### src/hdl/ccpu_pkg.sv
// Constants shared by the capture/compare/PWM channel
package ccpu_pkg;
    // ------------------------------------------------------------
    // Register byte offsets on the bus
    // ------------------------------------------------------------
    localparam logic [7:0] OFS_CTRL   = 8'h00; // channel_control
    localparam logic [7:0] OFS_VALUE  = 8'h04; // 16-bit channel register
    localparam logic [7:0] OFS_PERIOD = 8'h08; // period_reg_a
    localparam logic [7:0] OFS_TBCTL  = 8'h0C; // timebase_a_control
    localparam logic [7:0] OFS_STATUS = 8'h10; // channel_irq_flag
    localparam logic [7:0] OFS_TIMER  = 8'h14; // 16-bit capture/compare timer
    localparam logic [7:0] OFS_PORT   = 8'h18; // port latch and direction

    // ------------------------------------------------------------
    // Field positions
    // ------------------------------------------------------------
    localparam int CTRL_DUTY_LSB = 4;  // duty_low_bits at 5:4
    localparam int TB_EN_BIT     = 2;  // timebase enable
    localparam int PORT_DIR_BIT  = 1;  // pin_direction_bit, 1 = input

    // ------------------------------------------------------------
    // Mode codes of channel_mode_select
    // ------------------------------------------------------------
    localparam logic [3:0] MODE_OFF      = 4'h0;
    localparam logic [3:0] MODE_CMP_TGL  = 4'h2;
    localparam logic [3:0] MODE_CAP_FALL = 4'h4;
    localparam logic [3:0] MODE_CAP_RISE = 4'h5;
    localparam logic [3:0] MODE_CAP_R4   = 4'h6;
    localparam logic [3:0] MODE_CMP_HI   = 4'h8;
    localparam logic [3:0] MODE_CMP_LO   = 4'h9;
    localparam logic [3:0] MODE_CMP_SWI  = 4'hA;
    localparam logic [1:0] MODE_PWM_TOP  = 2'h3;

    // ------------------------------------------------------------
    // Prescale selections and counts
    // ------------------------------------------------------------
    localparam logic [1:0] PRE_1  = 2'h0;
    localparam logic [1:0] PRE_4  = 2'h1;
    localparam logic [1:0] CAP_R4_LAST = 2'h3; // fourth rising edge

    // ------------------------------------------------------------
    // Values after reset
    // ------------------------------------------------------------
    localparam logic       RST_PIN_DIR = 1'b1; // pin starts as input
endpackage : ccpu_pkg

### src/hdl/ccpu_channel.sv
// Capture/compare/PWM channel with a classic Wishbone register slave
`timescale 1ns/1ps
`default_nettype none

// Functional notes
// Mode 0000 disables and resets channel logic
// Codes 0001, 0011, 1011 reserved, do nothing
// Mode 0010: match toggles pin, sets flag
// Mode 0100: capture every falling edge
// Mode 0101: capture every rising edge
// Mode 0110: capture every fourth rising edge
// Mode 1000: pin low, match forces high
// Mode 1001: pin high, match forces low
// Mode 1010: match only sets flag
// Top mode bits 11 select PWM
// Duty is ten bits, low two in control
// Duty double-buffered in high byte plus latch
// Clear pin when buffered duty equals timebase
// Duty above period keeps pin high
// Control bits 7:6 read zero, ignore writes
// One 16-bit register per channel
// Software sets period, duty, pin, timer, mode
// Prescale 1, 4, 16; period FFh full resolution
// Period match restarts timer, sets pin, loads buffer
// Capture copies timer and sets flag
module ccpu_channel (
    // Clock and reset
    input  wire logic        core_clk_in,
    input  wire logic        srst_in,
    // Wishbone slave
    input  wire logic        wb_cyc_in,
    input  wire logic        wb_stb_in,
    input  wire logic        wb_we_in,
    input  wire logic [7:0]  wb_adr_in,
    input  wire logic [3:0]  wb_sel_in,
    input  wire logic [31:0] wb_dat_in,
    output logic      [31:0] wb_dat_out,
    output logic             wb_ack_out,
    // Channel pin
    input  wire logic        pin_in,
    output logic             pin_out,
    output logic             pin_oe_out,
    // Status
    output logic             irq_flag_out
);

    // ------------------------------------------------------------
    // State record
    // ------------------------------------------------------------
    typedef struct packed {
        logic [5:0]  ctrl;      // Duty bits and mode
        logic [15:0] value;     // Capture/compare/duty register
        logic [1:0]  dlat;      // Duty low-bit latch
        logic [7:0]  period;    // PWM period
        logic [2:0]  tbctl;     // Enable and prescale
        logic [7:0]  tmr;       // PWM timebase
        logic [5:0]  pre;       // Prescale and quarter counter
        logic [15:0] t16;       // Capture/compare timer
        logic        flag;      // Sticky channel flag
        logic        port_lat;  // Ordinary port output latch
        logic        pin_dir;   // 1 = input
        logic        pin_q;     // Previous pin sample
        logic [1:0]  ecnt;      // Rising edge counter
        logic        cmp_out;   // Compare output level
        logic        pwm_out;   // PWM output level
        logic        ack;       // Bus answer
        logic [31:0] rdat;      // Bus read data
        logic        pin_o;     // Registered pin level
        logic        pin_oe;    // Registered pin enable
    } ccpu_state_t;

    ccpu_state_t s;        // Current state
    ccpu_state_t next_s;   // Next state

    // ------------------------------------------------------------
    // Decoded helpers
    // ------------------------------------------------------------
    logic [3:0] mode;      // Active mode
    logic       is_pwm;    // PWM selected
    logic       is_cmp;    // Compare mode driving the pin
    logic       rise;      // Rising edge on pin
    logic       fall;      // Falling edge on pin
    logic       tick;      // Timebase advance
    logic [1:0] lo;        // Extension bits after this edge
    logic       cmp_hit;   // Compare match
    logic       req;       // New bus request
    logic       wr_go;     // Write committed with the answer
    logic [3:0] wmode;     // Mode being written

    // ------------------------------------------------------------
    // Next-state logic
    // ------------------------------------------------------------
    always_comb
    begin
        next_s  = s;
        mode    = s.ctrl[3:0];
        is_pwm  = (mode[3:2] == ccpu_pkg::MODE_PWM_TOP);
        is_cmp  = (mode == ccpu_pkg::MODE_CMP_TGL) ||
                  (mode == ccpu_pkg::MODE_CMP_HI) ||
                  (mode == ccpu_pkg::MODE_CMP_LO);
        rise    = pin_in && !s.pin_q;
        fall    = !pin_in && s.pin_q;
        req     = wb_cyc_in && wb_stb_in && !s.ack;
        wr_go   = wb_cyc_in && wb_stb_in && wb_we_in && s.ack;
        wmode   = wb_dat_in[3:0];
        cmp_hit = (s.t16 == s.value);
        tick    = 1'b0;
        lo      = 2'h0;

        // Pin sample and free-running timer
        next_s.pin_q = pin_in;
        next_s.t16   = s.t16 + 16'h0001;

        // Bus answer drops the cycle after it rose
        next_s.ack = req;

        // Register writes land at the edge where the answer is seen
        if (wr_go && wb_sel_in[0])
        begin
            case (wb_adr_in)
                ccpu_pkg::OFS_CTRL:
                begin
                    next_s.ctrl = wb_dat_in[5:0];
                    if (wmode != mode)
                    begin
                        next_s.ecnt = 2'h0;
                    end
                end
                ccpu_pkg::OFS_VALUE:
                begin
                    next_s.value[7:0] = wb_dat_in[7:0];
                end
                ccpu_pkg::OFS_PERIOD:
                begin
                    next_s.period = wb_dat_in[7:0];
                end
                ccpu_pkg::OFS_TBCTL:
                begin
                    next_s.tbctl = wb_dat_in[2:0];
                end
                ccpu_pkg::OFS_STATUS:
                begin
                    // Write one to clear
                    if (wb_dat_in[0])
                    begin
                        next_s.flag = 1'b0;
                    end
                end
                ccpu_pkg::OFS_PORT:
                begin
                    next_s.port_lat = wb_dat_in[0];
                    next_s.pin_dir  = wb_dat_in[ccpu_pkg::PORT_DIR_BIT];
                end
                default:
                begin
                    next_s.ctrl = next_s.ctrl; // Timer (read-only) and unmapped: ignored
                end
            endcase
        end
        // High byte is the active duty buffer in PWM mode
        if (wr_go && wb_sel_in[1] &&
            wb_adr_in == ccpu_pkg::OFS_VALUE && !is_pwm)
        begin
            next_s.value[15:8] = wb_dat_in[15:8];
        end

        // Register reads
        if (req)
        begin
            case (wb_adr_in)
                ccpu_pkg::OFS_CTRL:   next_s.rdat = {26'h0, s.ctrl};
                ccpu_pkg::OFS_VALUE:  next_s.rdat = {16'h0, s.value};
                ccpu_pkg::OFS_PERIOD: next_s.rdat = {24'h0, s.period};
                ccpu_pkg::OFS_TBCTL:  next_s.rdat = {16'h0, s.tmr, 5'h0, s.tbctl};
                ccpu_pkg::OFS_STATUS: next_s.rdat = {31'h0, s.flag};
                ccpu_pkg::OFS_TIMER:  next_s.rdat = {16'h0, s.t16};
                ccpu_pkg::OFS_PORT:   next_s.rdat = {30'h0, s.pin_dir, s.port_lat};
                default:              next_s.rdat = 32'h0;
            endcase
        end

        // Timebase prescaler: quarter counter or prescale bits
        if (s.tbctl[ccpu_pkg::TB_EN_BIT])
        begin
            next_s.pre = s.pre + 6'h01;
            case (s.tbctl[1:0])
                ccpu_pkg::PRE_1:
                begin
                    tick = (s.pre[1:0] == 2'h3);
                    lo   = next_s.pre[1:0];
                end
                ccpu_pkg::PRE_4:
                begin
                    tick = (s.pre[3:0] == 4'hF);
                    lo   = next_s.pre[3:2];
                end
                default:
                begin
                    tick = (s.pre == 6'h3F);
                    lo   = next_s.pre[5:4];
                end
            endcase
        end

        // PWM timebase and output
        if (tick)
        begin
            next_s.tmr = s.tmr + 8'h01;
        end
        if (is_pwm)
        begin
            if (tick && s.tmr == s.period)
            begin
                next_s.tmr         = 8'h00;
                next_s.pwm_out     = 1'b1;
                next_s.value[15:8] = s.value[7:0];
                next_s.dlat        = s.ctrl[5:4];
            end
            // Clear as the count enters the duty; never if duty exceeds period
            if ({next_s.tmr, lo} == {next_s.value[15:8], next_s.dlat})
            begin
                next_s.pwm_out = 1'b0;
            end
        end
        else if (tick && s.tmr == s.period)
        begin
            next_s.tmr = 8'h00;
        end

        // Capture and compare events; setting wins over a clear
        case (mode)
            ccpu_pkg::MODE_OFF:
            begin
                next_s.cmp_out = 1'b0;
                next_s.pwm_out = 1'b0;
                next_s.ecnt    = 2'h0;
                next_s.dlat    = 2'h0;
            end
            ccpu_pkg::MODE_CMP_TGL:
            begin
                if (cmp_hit)
                begin
                    next_s.cmp_out = !s.cmp_out;
                    next_s.flag    = 1'b1;
                end
            end
            ccpu_pkg::MODE_CAP_FALL:
            begin
                if (fall)
                begin
                    next_s.value = s.t16;
                    next_s.flag  = 1'b1;
                end
            end
            ccpu_pkg::MODE_CAP_RISE:
            begin
                if (rise)
                begin
                    next_s.value = s.t16;
                    next_s.flag  = 1'b1;
                end
            end
            ccpu_pkg::MODE_CAP_R4:
            begin
                if (rise)
                begin
                    next_s.ecnt = s.ecnt + 2'h1;
                    if (s.ecnt == ccpu_pkg::CAP_R4_LAST)
                    begin
                        next_s.value = s.t16;
                        next_s.flag  = 1'b1;
                    end
                end
            end
            ccpu_pkg::MODE_CMP_HI:
            begin
                if (cmp_hit)
                begin
                    next_s.cmp_out = 1'b1;
                    next_s.flag    = 1'b1;
                end
            end
            ccpu_pkg::MODE_CMP_LO:
            begin
                if (cmp_hit)
                begin
                    next_s.cmp_out = 1'b0;
                    next_s.flag    = 1'b1;
                end
            end
            ccpu_pkg::MODE_CMP_SWI:
            begin
                if (cmp_hit)
                begin
                    next_s.flag = 1'b1;
                end
            end
            default:
            begin
                next_s.ecnt = s.ecnt; // Reserved codes and PWM: no event
            end
        endcase

        // Initial level of set/clear compare modes, after the mode 0 clear
        if (wr_go && wb_sel_in[0] && wb_adr_in == ccpu_pkg::OFS_CTRL)
        begin
            if (wmode == ccpu_pkg::MODE_CMP_HI)
            begin
                next_s.cmp_out = 1'b0;
            end
            else if (wmode == ccpu_pkg::MODE_CMP_LO)
            begin
                next_s.cmp_out = 1'b1;
            end
        end

        // Pin mux: channel level or ordinary port latch
        if (is_pwm)
        begin
            next_s.pin_o = next_s.pwm_out;
        end
        else if (is_cmp)
        begin
            next_s.pin_o = next_s.cmp_out;
        end
        else
        begin
            next_s.pin_o = next_s.port_lat;
        end
        next_s.pin_oe = !next_s.pin_dir;

        // Synchronous reset
        if (srst_in)
        begin
            next_s         = '0;
            next_s.pin_dir = ccpu_pkg::RST_PIN_DIR;
        end
    end

    // ------------------------------------------------------------
    // State register
    // ------------------------------------------------------------
    always_ff @(posedge core_clk_in)
    begin
        s <= next_s;
    end

    // ------------------------------------------------------------
    // Outputs straight from flops
    // ------------------------------------------------------------
    assign wb_dat_out   = s.rdat;
    assign wb_ack_out   = s.ack;
    assign pin_out      = s.pin_o;
    assign pin_oe_out   = s.pin_oe;
    assign irq_flag_out = s.flag;

endmodule : ccpu_channel

`default_nettype wire

### config.mk
export PLATFORM = sky130hd
export DESIGN_NAME = ccpu_channel
export DESIGN_NICKNAME = d
export VERILOG_FILES = /design/src/hdl/ccpu_pkg.sv /design/src/hdl/ccpu_channel.sv
export SDC_FILE = /design/constraint.sdc
export NUM_CORES = 1
export LEC_CHECK = 0
export ABC_AREA = 1
export BUFFER_PORTS_ARGS = -buffer_cell sky130_fd_sc_hd__buf_2
export CORE_MARGIN = 5
export CORE_UTILIZATION = 45
export DETAILED_ROUTE_END_ITERATION = 12
export GPL_TIMING_DRIVEN = 0
export PLACE_DENSITY = 0.65
export RECOVER_POWER = 50
export SLEW_MARGIN = 10
export SYNTH_ARGS = -nofsm -noshare
export SYNTH_HDL_FRONTEND = slang
export SYNTH_SLANG_ARGS = --single-unit
### constraint.sdc
create_clock -name core_clk_in -period 3.3 [get_ports core_clk_in]
set_input_delay 0.495 -clock core_clk_in [delete_from_list [all_inputs] [get_ports core_clk_in]]
set_output_delay 0.495 -clock core_clk_in [all_outputs]
set_load 0.005 [all_outputs]
==> summary.md, run 1 <==
| Metric | Value |
|---|---|
| Count of maximum capacitance violations | `0` |
| Wire length per cell after detailed routing | `around 15 microns` |
| Final global-route overflow total | `0` |
| Buffer depth of the longest clock path | `2` |
| Worst path required time | `3.59 ns` |
| Simple logic cell fraction of the synthesized area | `around 34%` |
| Class of the tightest hold or removal check | `in -> reg` |
| Resize count post-CTS | `0` |
| Final weighted congestion of routability-driven global placement | `about 0.93` |
| Die width | `125 microns` |
| Number of detailed-route iterations in the first pass | `5` |
| Most frequent standard cell in the layout excluding fill and tap cells | `sky130_fd_sc_hd__nand2_1` |
| Async set-reset flop share out of synthesis | `0%` |
| Antenna violations before repair | `0` |
| Initial core utilization | `between 40% and 50%` |
| Count of buffers added by post-CTS timing repair for setup | `0` |
| Via count | `between 6000 and 7000` |
| Number of warning messages in the yosys log | `0` |
| Avg Inst Size Synth | `6.39 sq um` |
| Setup tns final | `0 ns` |
| Outcome | `finished, final reports clean` |
| Count of mapped cells out of synthesis | `around 930` |
| Cell breakdown of the critical path | `or2_2, a21oi_1, nand4_1, nor4_1, inv_1, ha_1, nand2_1, o21ai_0, o211ai_1, nand2_1, o21ai_1, nand2_1, o211ai_1, nand2_1, a21oi_2` |
| Top area cells in the synthesized netlist | `sky130_fd_sc_hd__dfxtp_1, sky130_fd_sc_hd__nand2_1, sky130_fd_sc_hd__a21oi_1, sky130_fd_sc_hd__inv_1, sky130_fd_sc_hd__nor2_1` |
| Final total power | `roughly 2300 uW` |
| Max-slew violation count | `0` |
| Total core area | `roughly 0.013 sq mm` |
| Sum of routed wire segments on met1 | `8.20 mm` |
| Detail Route Antenna Nets | `0` |
| Port buffer count | `50` |
| Vias in the first global route | `about 5600` |
| Main combinational cell family by area after synthesis | `simple AND/OR/NAND/NOR gates` |
| Maximum number of pins on one net before global-route repair | `15` |
| Final core utilization | `51.3%` |
| Sum of met2 wire segment lengths after detailed routing | `~8.3 mm` |
| Most frequent CP cell | `sky130_fd_sc_hd__nand2_1` |
| # setup viols final | `0` |
| DRC violations left | `0` |
| Clock Sinks | `92` |
| Critical Path Fanout Max | `7` |
| Most frequent cells in the layout | `sky130_fd_sc_hd__nand2_1, sky130_fd_sc_hd__inv_1, sky130_fd_sc_hd__nor2_1` |
| Number of DRC markers in iteration 0 | `583` |
| Setup repair after global routing missed its margin | `false` |
| Count of flip-flops with a built-in enable after synthesis | `0` |
| Synthesized-area fraction occupied by ao, oa, aoi and oai cells | `between 10% and 20%` |
| Clock input transition at the sequential cells of the worst setup and hold paths | `~0.060 ns` |
| Multiplexer area fraction after synthesis | `0%` |
| HPWL Detailed | `about 14 mm` |
| Net count reported at finish | `1066` |
| First-pass GRT wire length | `roughly 29 mm` |
| Layout overhead on the synthesized area | `13.0%` |
| Netlist area before placement | `between 0.005 and 0.006 sq mm` |
| Worst slew margin relative to its limit | `48.8%` |
| Number of buffers inserted during clock tree synthesis | `9` |
| Highest metal layer with signal wires | `met4` |
| Worst-Skew Late Latency | `approximately 0.35 ns` |
| Kind of cell adding the most delay to the critical path | `simple AND/OR/NAND/NOR gates` |
| Final critical path time including I/O delays and setup | `~2.9 ns` |
| Slowest cell on crit path | `sky130_fd_sc_hd__nor4_1` |
| Sort of element at the start of the critical path | `register` |
| Filler-free cell count of the finished design | `1191` |
| Final number of hold-violating endpoints | `0` |
| FMAX | `roughly 0.35 GHz` |
| Post-route clock skew | `~0.0081 ns` |
| Pwr dens | `between 300 and 400 mW/mm^2` |
| WL met3 | `1.30 mm` |
| Worst Max-Slew Pin Slew | `0.768 ns` |
| Type of element capturing the critical path | `register` |
| Die Ht | `between 100 and 150 microns` |
| Placed cell count | `approximately 1200` |
| Share of the clock period used by the worst path after layout | `between 80 and 90%` |
| Number of hold buffers added after CTS | `0` |
| Post-synthesis share of cell area spent on full adders, half adders and majority gates | `1.26%` |
| Cell type with the highest aggregate area in the netlist | `sky130_fd_sc_hd__dfxtp_1` |
| Layout cells sized above 1 | `about 15%` |
| Synth Area in XOR/XNOR | `3.23%` |
| Share of the synthesized area in the top cell type | `a little over 30%` |
| Distinct cells, synth | `46` |
| Number of rows created at floorplan | `42` |
| Crit path buffers/inverters | `1` |
| Main flop type after synthesis | `sky130_fd_sc_hd__dfxtp_1` |
| Overall fraction of global-route tracks in use | `roughly a quarter` |
| Count of state elements after synthesis | `a little over 90` |
| CTS tree | `built` |
| Total wire length after detailed routing | `18.2 mm` |
| Ports | `86` |
| Max rail drop VDD | `0.387 mV` |
| Htree depth | `3` |
| Post-synthesis sequential area ratio | `a little under a third` |
| DIE AREA | `around 0.016 sq mm` |
| CTS Root Cell | `sky130_fd_sc_hd__clkbuf_16` |
| Arrival time reported for the critical path endpoint | `between 3 and 4 ns` |
| Final antenna diode count | `0` |
| Largest incremental delay on the critical path | `approximately 0.62 ns` |
| Total leakage power | `0.00307 uW` |
| Class of the most critical setup path | `reg -> reg` |
| Vias per inst | `5.10` |
flip-flops by register name (all words and copies together), names as in the netlist:
signal        cells
irq_flag_out      1
wb_ack_out        1
mode              4
s                68
pin_oe_out        1
pin_out           1
wb_dat_out       16
report_power, final:
group | total [uW] | switching (uW) | internal (uW) | leakage, uW
combinational | 125 | 81.6 | 43.7 | 0.00218
clock | 1030 | 440 | 592 | 0.000152
sequential | 1120 | 6.69 | 1110 | 0.000742
total | 2280 | 528 | 1750 | 0.00307
per-layer routing:
metal	vias to the layer above	track usage, %
met4	0	7.27
met3	26	4.78
met1	2729	31.8
li1	3135	-
met5	-	0
met2	183	37.2
worst min-delay path, delay by kind of cell:
| kind | cells | cell delay [ns] |
|---|---|---|
| buffers and inverters | 2 | 0.14 |
| and+or+nand+nor | 1 | 0.08 |
worst paths after layout:
kind                        from        endpoint  slack (ns)  cells past startpoint
hold / removal            pin_in           s[39]        0.40                      3
hold reg to reg   wb_dat_out[12]  wb_dat_out[12]        0.46                      2
setup reg to reg           s[47]         pin_out        0.44                     15
setup / recovery           s[47]         pin_out        0.44                     15
cell families after synthesis:
kind of cell / Yosys count
and+or+nand+nor: 454
AOI/OAI and AO/OA: 185
buffers and inverters: 174
DFF: 92
xor gates and xnor gates: 22
adders and majority gates: 6
other: 1
synth_stat cells, types with 2 or more instances:
cell type,instances
sky130_fd_sc_hd__inv_1,99
sky130_fd_sc_hd__nand3_1,42
sky130_fd_sc_hd__buf_6,3
sky130_fd_sc_hd__clkinv_1,3
sky130_fd_sc_hd__xnor2_1,7
sky130_fd_sc_hd__nor2_1,93
sky130_fd_sc_hd__ha_1,6
sky130_fd_sc_hd__dfxtp_1,92
sky130_fd_sc_hd__buf_4,36
sky130_fd_sc_hd__o221ai_1,3
sky130_fd_sc_hd__inv_2,12
sky130_fd_sc_hd__a31oi_1,2
sky130_fd_sc_hd__nor4_1,4
sky130_fd_sc_hd__nand2_4,6
sky130_fd_sc_hd__buf_2,5
sky130_fd_sc_hd__nand4_1,14
sky130_fd_sc_hd__xor2_1,15
sky130_fd_sc_hd__nor3_1,15
sky130_fd_sc_hd__nor2_4,4
sky130_fd_sc_hd__nor2_2,7
sky130_fd_sc_hd__nand2_1,246
sky130_fd_sc_hd__o22ai_1,11
sky130_fd_sc_hd__a21oi_1,82
sky130_fd_sc_hd__buf_1,2
sky130_fd_sc_hd__clkbuf_1,12
sky130_fd_sc_hd__nand2_2,11
sky130_fd_sc_hd__nand3_2,2
sky130_fd_sc_hd__nand3b_1,5
sky130_fd_sc_hd__o211ai_1,5
sky130_fd_sc_hd__o21ai_0,56
sky130_fd_sc_hd__a211oi_1,4
sky130_fd_sc_hd__o21ai_1,15
sky130_fd_sc_hd__o21a_1,2
per-stage QoR:
stage	hold slack, ns	instance area [sq um]	worst slack, ns
global placement	0.451	6490	0.467
global route	0.417	6740	0.189
detailed placement	0.456	6490	0.452
CTS	0.393	6790	0.439
floorplan	0.433	6020	1.10
finish	0.398	6740	0.436
cell type report:
| class | count | area (sq um) |
|---|---|---|
| buffer | 59 | 394 |
| inverter | 115 | 434 |
| sequential | 92 | 1840 |
| multi-input combinational | 683 | 3310 |
| fill | 1412 | 6390 |
| timing repair buffer | 50 | 245 |
| tap | 176 | 220 |
| clock buffer | 13 | 280 |
| clock inverter | 3 | 18.8 |
Note: power is estimated with default switching activity, not from simulation.
==> run 2, diff against run 1 <==
--- a/config.mk
+++ b/config.mk
@@ -6,7 +6,9 @@
 export NUM_CORES = 1
 export LEC_CHECK = 0
 export ABC_AREA = 1
-export BUFFER_PORTS_ARGS = -buffer_cell sky130_fd_sc_hd__buf_2
+export ABC_CLOCK_PERIOD_IN_PS = 3300
+export BUFFER_PORTS_ARGS = -buffer_cell sky130_fd_sc_hd__buf_4
+export CAP_MARGIN = 10
 export CORE_MARGIN = 5
 export CORE_UTILIZATION = 45
 export DETAILED_ROUTE_END_ITERATION = 12
==> summary.md, run 2 (same netlist as run 1, synthesis figures left out) <==
| Metric | Value |
|---|---|
| Final antenna diode count | `0 (unchanged)` |
| Final core utilization | `52.6% (+1.2 points)` |
| Final critical path time including I/O delays and setup | `2.82 ns (-0.0409 ns)` |
| Placed Instance Area | `0.00662 sq mm (+1.9%)` |
| Most frequent CP cell | `sky130_fd_sc_hd__nand2_1` |
| Die width | `125 microns (unchanged)` |
| Sw Share | `22.5% (-0.73 points)` |
| Detail Route Antenna Nets | `0 (unchanged)` |
| Vias per inst | `5.16 (+1.3%)` |
| Final number of hold-violating endpoints | `0 (unchanged)` |
| Class of the tightest hold or removal check | `in -> reg` |
| Most frequent cells in the layout | `sky130_fd_sc_hd__nand2_1, sky130_fd_sc_hd__inv_1, sky130_fd_sc_hd__nor2_1` |
| Post-route clock skew | `0.00933 ns (+0.00119 ns)` |
| Vias in the first global route | `5499 (-1.8%)` |
| Port buffer count | `50 (unchanged)` |
| Critical Path Fanout Max | `10 (+3)` |
| Overall fraction of global-route tracks in use | `23.8% (+0.46 points)` |
| Antenna violations before repair | `0 (unchanged)` |
| Net count reported at finish | `1066 (unchanged)` |
| Layout overhead on the synthesized area | `15.7%` |
| Total core area | `0.0131 sq mm (unchanged)` |
| Worst path required time | `3.52 ns (-0.07 ns)` |
| Number of DRC markers in iteration 0 | `524 (-10%)` |
| Final weighted congestion of routability-driven global placement | `0.931 (+0.46%)` |
| Summed area of non-filler cells in the final layout | `0.00691 sq mm (+2.4%)` |
| Most frequent standard cell in the layout excluding fill and tap cells | `sky130_fd_sc_hd__nand2_1` |
| Worst slew margin relative to its limit | `47.6% (-1.2 points)` |
| Htree depth | `3 (unchanged)` |
| Setup tns final | `0 ns (unchanged)` |
| CTS Root Cell | `sky130_fd_sc_hd__clkbuf_16` |
| Share of the clock period used by the worst path after layout | `85.5% (-1.2 points)` |
| Resize count post-CTS | `0 (unchanged)` |
| Internal cell power | `1910 uW (+8.9%)` |
| Worst setup timing slack at the placement stage | `0.460 ns (+0.00817 ns)` |
| # setup viols final | `0 (unchanged)` |
| Combinational share of power | `5.5% (about the same)` |
| Setup repair after global routing missed its margin | `false` |
| Count of maximum capacitance violations | `0 (unchanged)` |
| Largest incremental delay on the critical path | `0.40 ns (-0.22 ns)` |
| FMAX | `0.354 GHz (+1.4%)` |
| Outcome | `finished, final reports clean` |
| CTS tree | `built` |
| Clock Sinks | `92 (unchanged)` |
| Max reg flops | `68 (unchanged)` |
| Type of element capturing the critical path | `register` |
| Slack of the critical path | `0.477 ns (+0.0409 ns)` |
| Cell breakdown of the critical path | `ha_1, nand3_1, nor2_1, nand2_1, a21oi_1, nand2_1, clkbuf_1, nand3_1, nand3_1, nand2_1, nand2_1, nor3_2, nand2_1, nand2_1, nor2_2` |
| Maximum number of pins on one net before global-route repair | `16 (+1)` |
| Arrival time reported for the critical path endpoint | `3.04 ns (-0.11 ns)` |
| Ports | `86 (unchanged)` |
| Class of the most critical setup path | `reg -> reg` |
| Number of detailed-route iterations in the first pass | `5 (unchanged)` |
| Sequential power share | `45.6% (-3.6 points)` |
| Share of power burned in the clock network | `48.9% (+3.6 points)` |
| Number of buffers inserted during clock tree synthesis | `9 (unchanged)` |
| DIE AREA | `0.0157 sq mm (unchanged)` |
| Layout cells sized above 1 | `14.9% (+0.099 points)` |
| Die Ht | `125 microns (unchanged)` |
| Via count | `6149 (+1.3%)` |
| Worst reg-to-reg setup slack | `0.48 ns (+0.04 ns)` |
| Buffer depth of the longest clock path | `2 (unchanged)` |
| Pwr dens | `356 mW/mm^2 (+5.3%)` |
| Number of rows created at floorplan | `42 (unchanged)` |
| Count of buffers added by post-CTS timing repair for setup | `0 (unchanged)` |
| Max-slew violation count | `0 (unchanged)` |
| DRC violations left | `0 (unchanged)` |
| Initial core utilization | `45.4% (unchanged)` |
| Register name with the most flops | `s` |
| Slowest cell on crit path | `sky130_fd_sc_hd__dfxtp_1` |
| Max rail drop VDD | `0.238 mV (-39%)` |
| Total wire length after detailed routing | `18.6 mm (+2.1%)` |
| Sort of element at the start of the critical path | `register` |
| Worst Max-Slew Pin Slew | `0.775 ns (+0.00733 ns)` |
| Total net switching power | `552 uW (+4.5%)` |
| First-pass GRT wire length | `29.3 mm (+0.97%)` |
| Number of hold buffers added after CTS | `0 (unchanged)` |
| Fill cell instance count of the final layout | `1399 (-0.92%)` |
| Total leakage power | `0.00311 uW (+1.3%)` |
| Final global-route overflow total | `0 (unchanged)` |
| Worst-Skew Late Latency | `0.36 ns (about the same)` |
| Clock input transition at the sequential cells of the worst setup and hold paths | `0.07 ns (about the same)` |
| Wire length per cell after detailed routing | `15.6 microns (+2.1%)` |
| HPWL Detailed | `14.5 mm (+0.90%)` |
-- run 2: cell count changes in the layout (fill, tap and decap cells not counted) --
| cell | change |
|---|---|
| sky130_fd_sc_hd__buf_4 | +44 |
| sky130_fd_sc_hd__clkbuf_1 | -2 |
| sky130_fd_sc_hd__clkbuf_8 | -4 |
| sky130_fd_sc_hd__bufinv_16 | +3 |
| sky130_fd_sc_hd__nor2_2 | -1 |
| sky130_fd_sc_hd__buf_2 | -46 |
| sky130_fd_sc_hd__nor2_1 | +1 |
| sky130_fd_sc_hd__clkinvlp_4 | +2 |
| sky130_fd_sc_hd__clkbuf_4 | +4 |
| sky130_fd_sc_hd__clkinv_4 | -1 |
-- run 2: metal layers --
metal  GRT usage, %  vias up  share of wire, %
met5              0        -                 0
met4           10.1        0               3.4
met3           3.88       35               6.9
met2           36.9      210                44
met1           32.8     2777                45
li1               -     3127                 -
-- run 2: path summary, 6_finish.rpt --
path,start,to,cells after the start
worst min-delay path,pin_in,s[39],3
worst min register to register,s[85],s[85],2
worst max-delay path,s[59],s[35],15
worst max register to register,s[59],s[35],15
-- run 2: layout make-up --
class | count | area [sq um] | share of cell area (%)
Sequential cell | 92 | 1840 | 26.7
Multi-Input combinational cell | 683 | 3310 | 47.9
Timing Repair Buffer | 50 | 368 | 5.33
Clock buffer | 9 | 225 | 3.26
Buffer | 59 | 394 | 5.71
Inverter | 115 | 434 | 6.29
Clock inverter | 7 | 115 | 1.67
Tap cell | 176 | 220 | 3.19
-- run 2: through the flow --
stage	cells	hold WS (ns)	power (uW)
after floorplan	949	0.433	1210
after global placement	1175	0.451	1280
after detailed placement	1175	0.451	1280
after CTS	1191	0.385	2470
after global routing	1191	0.426	2540
final	1191	0.384	2460
-- run 2: power groups by stage --
stage | clock [uW] | combinational, uW | sequential (uW)
detailed placement | 0 | 134 | 1150
CTS | 1220 | 134 | 1120
global placement | 0 | 134 | 1150
floorplan | 0 | 69.6 | 1140
finish | 1200 | 135 | 1120
global route | 1270 | 149 | 1120
-- run 2: critical path: cells and delay by family (launching register included) --
family / cells / cell delay, ns
and+or+nand+nor: 12 / 1.49
AOI/OAI and AO/OA: 1 / 0.23
adders and majority gates: 1 / 0.23
DFF: 1 / 0.40
buffers and inverters: 1 / 0.34
==> run 3, diff against run 2 <==
--- a/config.mk
+++ b/config.mk
@@ -10,10 +10,9 @@
 export BUFFER_PORTS_ARGS = -buffer_cell sky130_fd_sc_hd__buf_4
 export CAP_MARGIN = 10
 export CORE_MARGIN = 5
-export CORE_UTILIZATION = 45
+export CORE_UTILIZATION = 40
+export CTS_BUF_LIST = sky130_fd_sc_hd__clkbuf_16
 export DETAILED_ROUTE_END_ITERATION = 12
-export GPL_TIMING_DRIVEN = 0
-export PLACE_DENSITY = 0.65
 export RECOVER_POWER = 50
 export SLEW_MARGIN = 10
 export SYNTH_ARGS = -nofsm -noshare
==> summary.md, run 3 (same netlist as run 1, synthesis figures left out) <==
| Metric | Value |
|---|---|
| Outcome | `finished, final reports clean` |
| Setup crit start | `s[47]` |
| Share of power burned in the clock network | `46.9% (-2.0 points)` |
| Final global-route overflow total | `0 (unchanged)` |
| Share of the clock period used by the worst path after layout | `83.7% (-1.8 points)` |
| Worst Max-Slew Pin Slew | `1.43 ns (+0.650 ns)` |
| Final critical path time including I/O delays and setup | `2.76 ns (-0.0593 ns)` |
| Number of buffers inserted during clock tree synthesis | `9 (unchanged)` |
| Number of DRC markers in iteration 0 | `506 (-3.4%)` |
| Initial core utilization | `40.9% (-4.5 points)` |
| # setup viols final | `0 (unchanged)` |
| Resize count post-CTS | `0 (unchanged)` |
| Worst slew margin relative to its limit | `4.99% (-43 points)` |
| Vias per inst | `5.08 (-1.6%)` |
| Max reg flops | `68 (unchanged)` |
| Total net switching power | `515 uW (-6.8%)` |
| Number of rows created at floorplan | `44 (+4.8%)` |
| Sw Share | `22.1% (-0.32 points)` |
| Endpoint of the lowest-slack register-to-register path | `pin_out` |
| Antenna violations before repair | `0 (unchanged)` |
| Vias in the first global route | `5302 (-3.6%)` |
| Pwr dens | `353 mW/mm^2 (-0.78%)` |
| Fill cell instance count of the final layout | `1579 (+13%)` |
| Maximum number of pins on one net before global-route repair | `63 (+47)` |
| Clock Sinks | `92 (unchanged)` |
| Class of the most critical setup path | `reg -> reg` |
| Via count | `5847 (-4.9%)` |
| DRC violations left | `0 (unchanged)` |
| Most frequent standard cell in the layout excluding fill and tap cells | `sky130_fd_sc_hd__nand2_1` |
| Class of the tightest hold or removal check | `in -> reg` |
| DIE AREA | `0.0175 sq mm (+11%)` |
| Sort of element at the start of the critical path | `register` |
| Overall fraction of global-route tracks in use | `20.0% (-3.8 points)` |
| Combinational share of power | `4.9% (-0.6 points)` |
| Internal cell power | `1810 uW (-5.0%)` |
| Die Ht | `132 microns (+5.6%)` |
| Layout overhead on the synthesized area | `10.3%` |
| Layout cells sized above 1 | `11.9% (-3.0 points)` |
| Detail Route Antenna Nets | `0 (unchanged)` |
| Critical Path Fanout Max | `7 (-3)` |
| Final antenna diode count | `0 (unchanged)` |
| CTS Root Cell | `sky130_fd_sc_hd__clkbuf_16` |
| HPWL Detailed | `13.4 mm (-7.5%)` |
| Capture point of the critical path | `pin_out` |
| Startpoint of the worst register-to-register path | `s[47]` |
| Clock input transition at the sequential cells of the worst setup and hold paths | `0.06 ns (about the same)` |
| Final weighted congestion of routability-driven global placement | `0.881 (-5.3%)` |
| Count of maximum capacitance violations | `0 (unchanged)` |
| FMAX | `0.362 GHz (+2.1%)` |
| Number of hold buffers added after CTS | `0 (unchanged)` |
| Arrival time reported for the critical path endpoint | `3.05 ns (about the same)` |
| Setup tns final | `0 ns (unchanged)` |
| Post-route clock skew | `0.00635 ns (-0.00298 ns)` |
| CTS tree | `built` |
| Sequential power share | `48.2% (+2.6 points)` |
| Register name with the most flops | `s` |
| Total core area | `0.0146 sq mm (+11%)` |
| Die width | `132 microns (+5.6%)` |
| Worst-Skew Late Latency | `0.35 ns (about the same)` |
| Buffer depth of the longest clock path | `2 (unchanged)` |
| Port buffer count | `51 (+2.0%)` |
| Most frequent cells in the layout | `sky130_fd_sc_hd__nand2_1, sky130_fd_sc_hd__inv_1, sky130_fd_sc_hd__nor2_1` |
| Total wire length after detailed routing | `17.4 mm (-6.1%)` |
| Net count reported at finish | `1018 (-4.5%)` |
| Max-slew violation count | `0 (unchanged)` |
| Total leakage power | `0.00289 uW (-7.0%)` |
| First-pass GRT wire length | `28.0 mm (-4.6%)` |
| Placed cell count | `1135 (-3.4%)` |
| Type of element capturing the critical path | `register` |
| Final number of hold-violating endpoints | `0 (unchanged)` |
| Cells on worst reg2reg path | `15 (unchanged)` |
| Count of buffers added by post-CTS timing repair for setup | `0 (unchanged)` |
| Filler-free cell count of the finished design | `1151 (-3.4%)` |
| Number of detailed-route iterations in the first pass | `5 (unchanged)` |
| Wire length per cell after detailed routing | `15.1 microns (-2.8%)` |
| Ports | `86 (unchanged)` |
| Htree depth | `3 (unchanged)` |
| Worst reg-to-reg setup slack | `0.54 ns (+0.06 ns)` |
| Setup repair after global routing missed its margin | `false` |
| Worst path required time | `3.58 ns (+0.06 ns)` |
| Max rail drop VDD | `0.249 mV (+4.7%)` |
==> run 3: how the worst min path moves through the flow <==
stage	slack, ns	from	to	cells after the start
floorplan	0.43	s[85]	s[85]	2
global placement	0.45	s[85]	s[85]	2
detailed placement	0.45	s[85]	s[85]	2
CTS	0.39	pin_in	s[39]	3
global route	0.44	pin_in	s[39]	3
finish	0.40	pin_in	s[39]	3
==> run 3: critical path: stages (launching register included) <==
cell                       delay (ns)
sky130_fd_sc_hd__dfxtp_1         0.37
sky130_fd_sc_hd__or2_2           0.31
sky130_fd_sc_hd__a21oi_1         0.14
sky130_fd_sc_hd__nand4_1         0.11
sky130_fd_sc_hd__nor4_1          0.60
sky130_fd_sc_hd__inv_1           0.14
sky130_fd_sc_hd__ha_1            0.21
sky130_fd_sc_hd__nand2_1         0.05
sky130_fd_sc_hd__o21ai_0         0.07
sky130_fd_sc_hd__o211ai_1        0.16
sky130_fd_sc_hd__nand2_1         0.07
sky130_fd_sc_hd__o21ai_1         0.09
sky130_fd_sc_hd__nand2_1         0.07
sky130_fd_sc_hd__o211ai_1        0.08
sky130_fd_sc_hd__nand2_1         0.09
sky130_fd_sc_hd__a21oi_2         0.14
==> run 3: metal layers <==
metal	track usage (%)	wire (microns)	vias to the layer above
met3	3.85	979	23
met2	31.5	7920	154
met1	28.0	8210	2640
met5	0	0	-
li1	-	-	3030
met4	5.20	321	0
==> run 3: cell type report <==
type,count,area [sq um],share of cell area (%)
Clock buffer,9,225,3.42
Tap cell,184,230,3.50
Inverter,115,434,6.60
Sequential cell,92,1840,28.0
Timing Repair Buffer,61,437,6.63
Clock inverter,7,82.6,1.25
Multi-Input combinational cell,683,3330,50.6
==> run 3: power by group through the flow <==
| stage | combinational (uW) | clock, uW | sequential, uW |
|---|---|---|---|
| after floorplan | 69.6 | 0 | 1140 |
| after global placement | 114 | 0 | 1150 |
| after detailed placement | 114 | 0 | 1150 |
| after CTS | 115 | 1110 | 1120 |
| after global routing | 125 | 1170 | 1120 |
| final | 113 | 1090 | 1120 |
==> run 3: through the flow <==
step	worst slack [ns]	total power, uW	utilization, %	hold slack (ns)	cell area (sq um)
3_3_place_gp	0.588	1260	43.3	0.449	6310
3_5_place_dp	0.550	1260	43.3	0.448	6310
4_1_cts	0.534	2350	45.4	0.390	6620
6_report	0.536	2320	45.1	0.402	6580
5_1_grt	0.347	2410	45.1	0.439	6580
2_1_floorplan	1.10	1210	-	0.433	6020
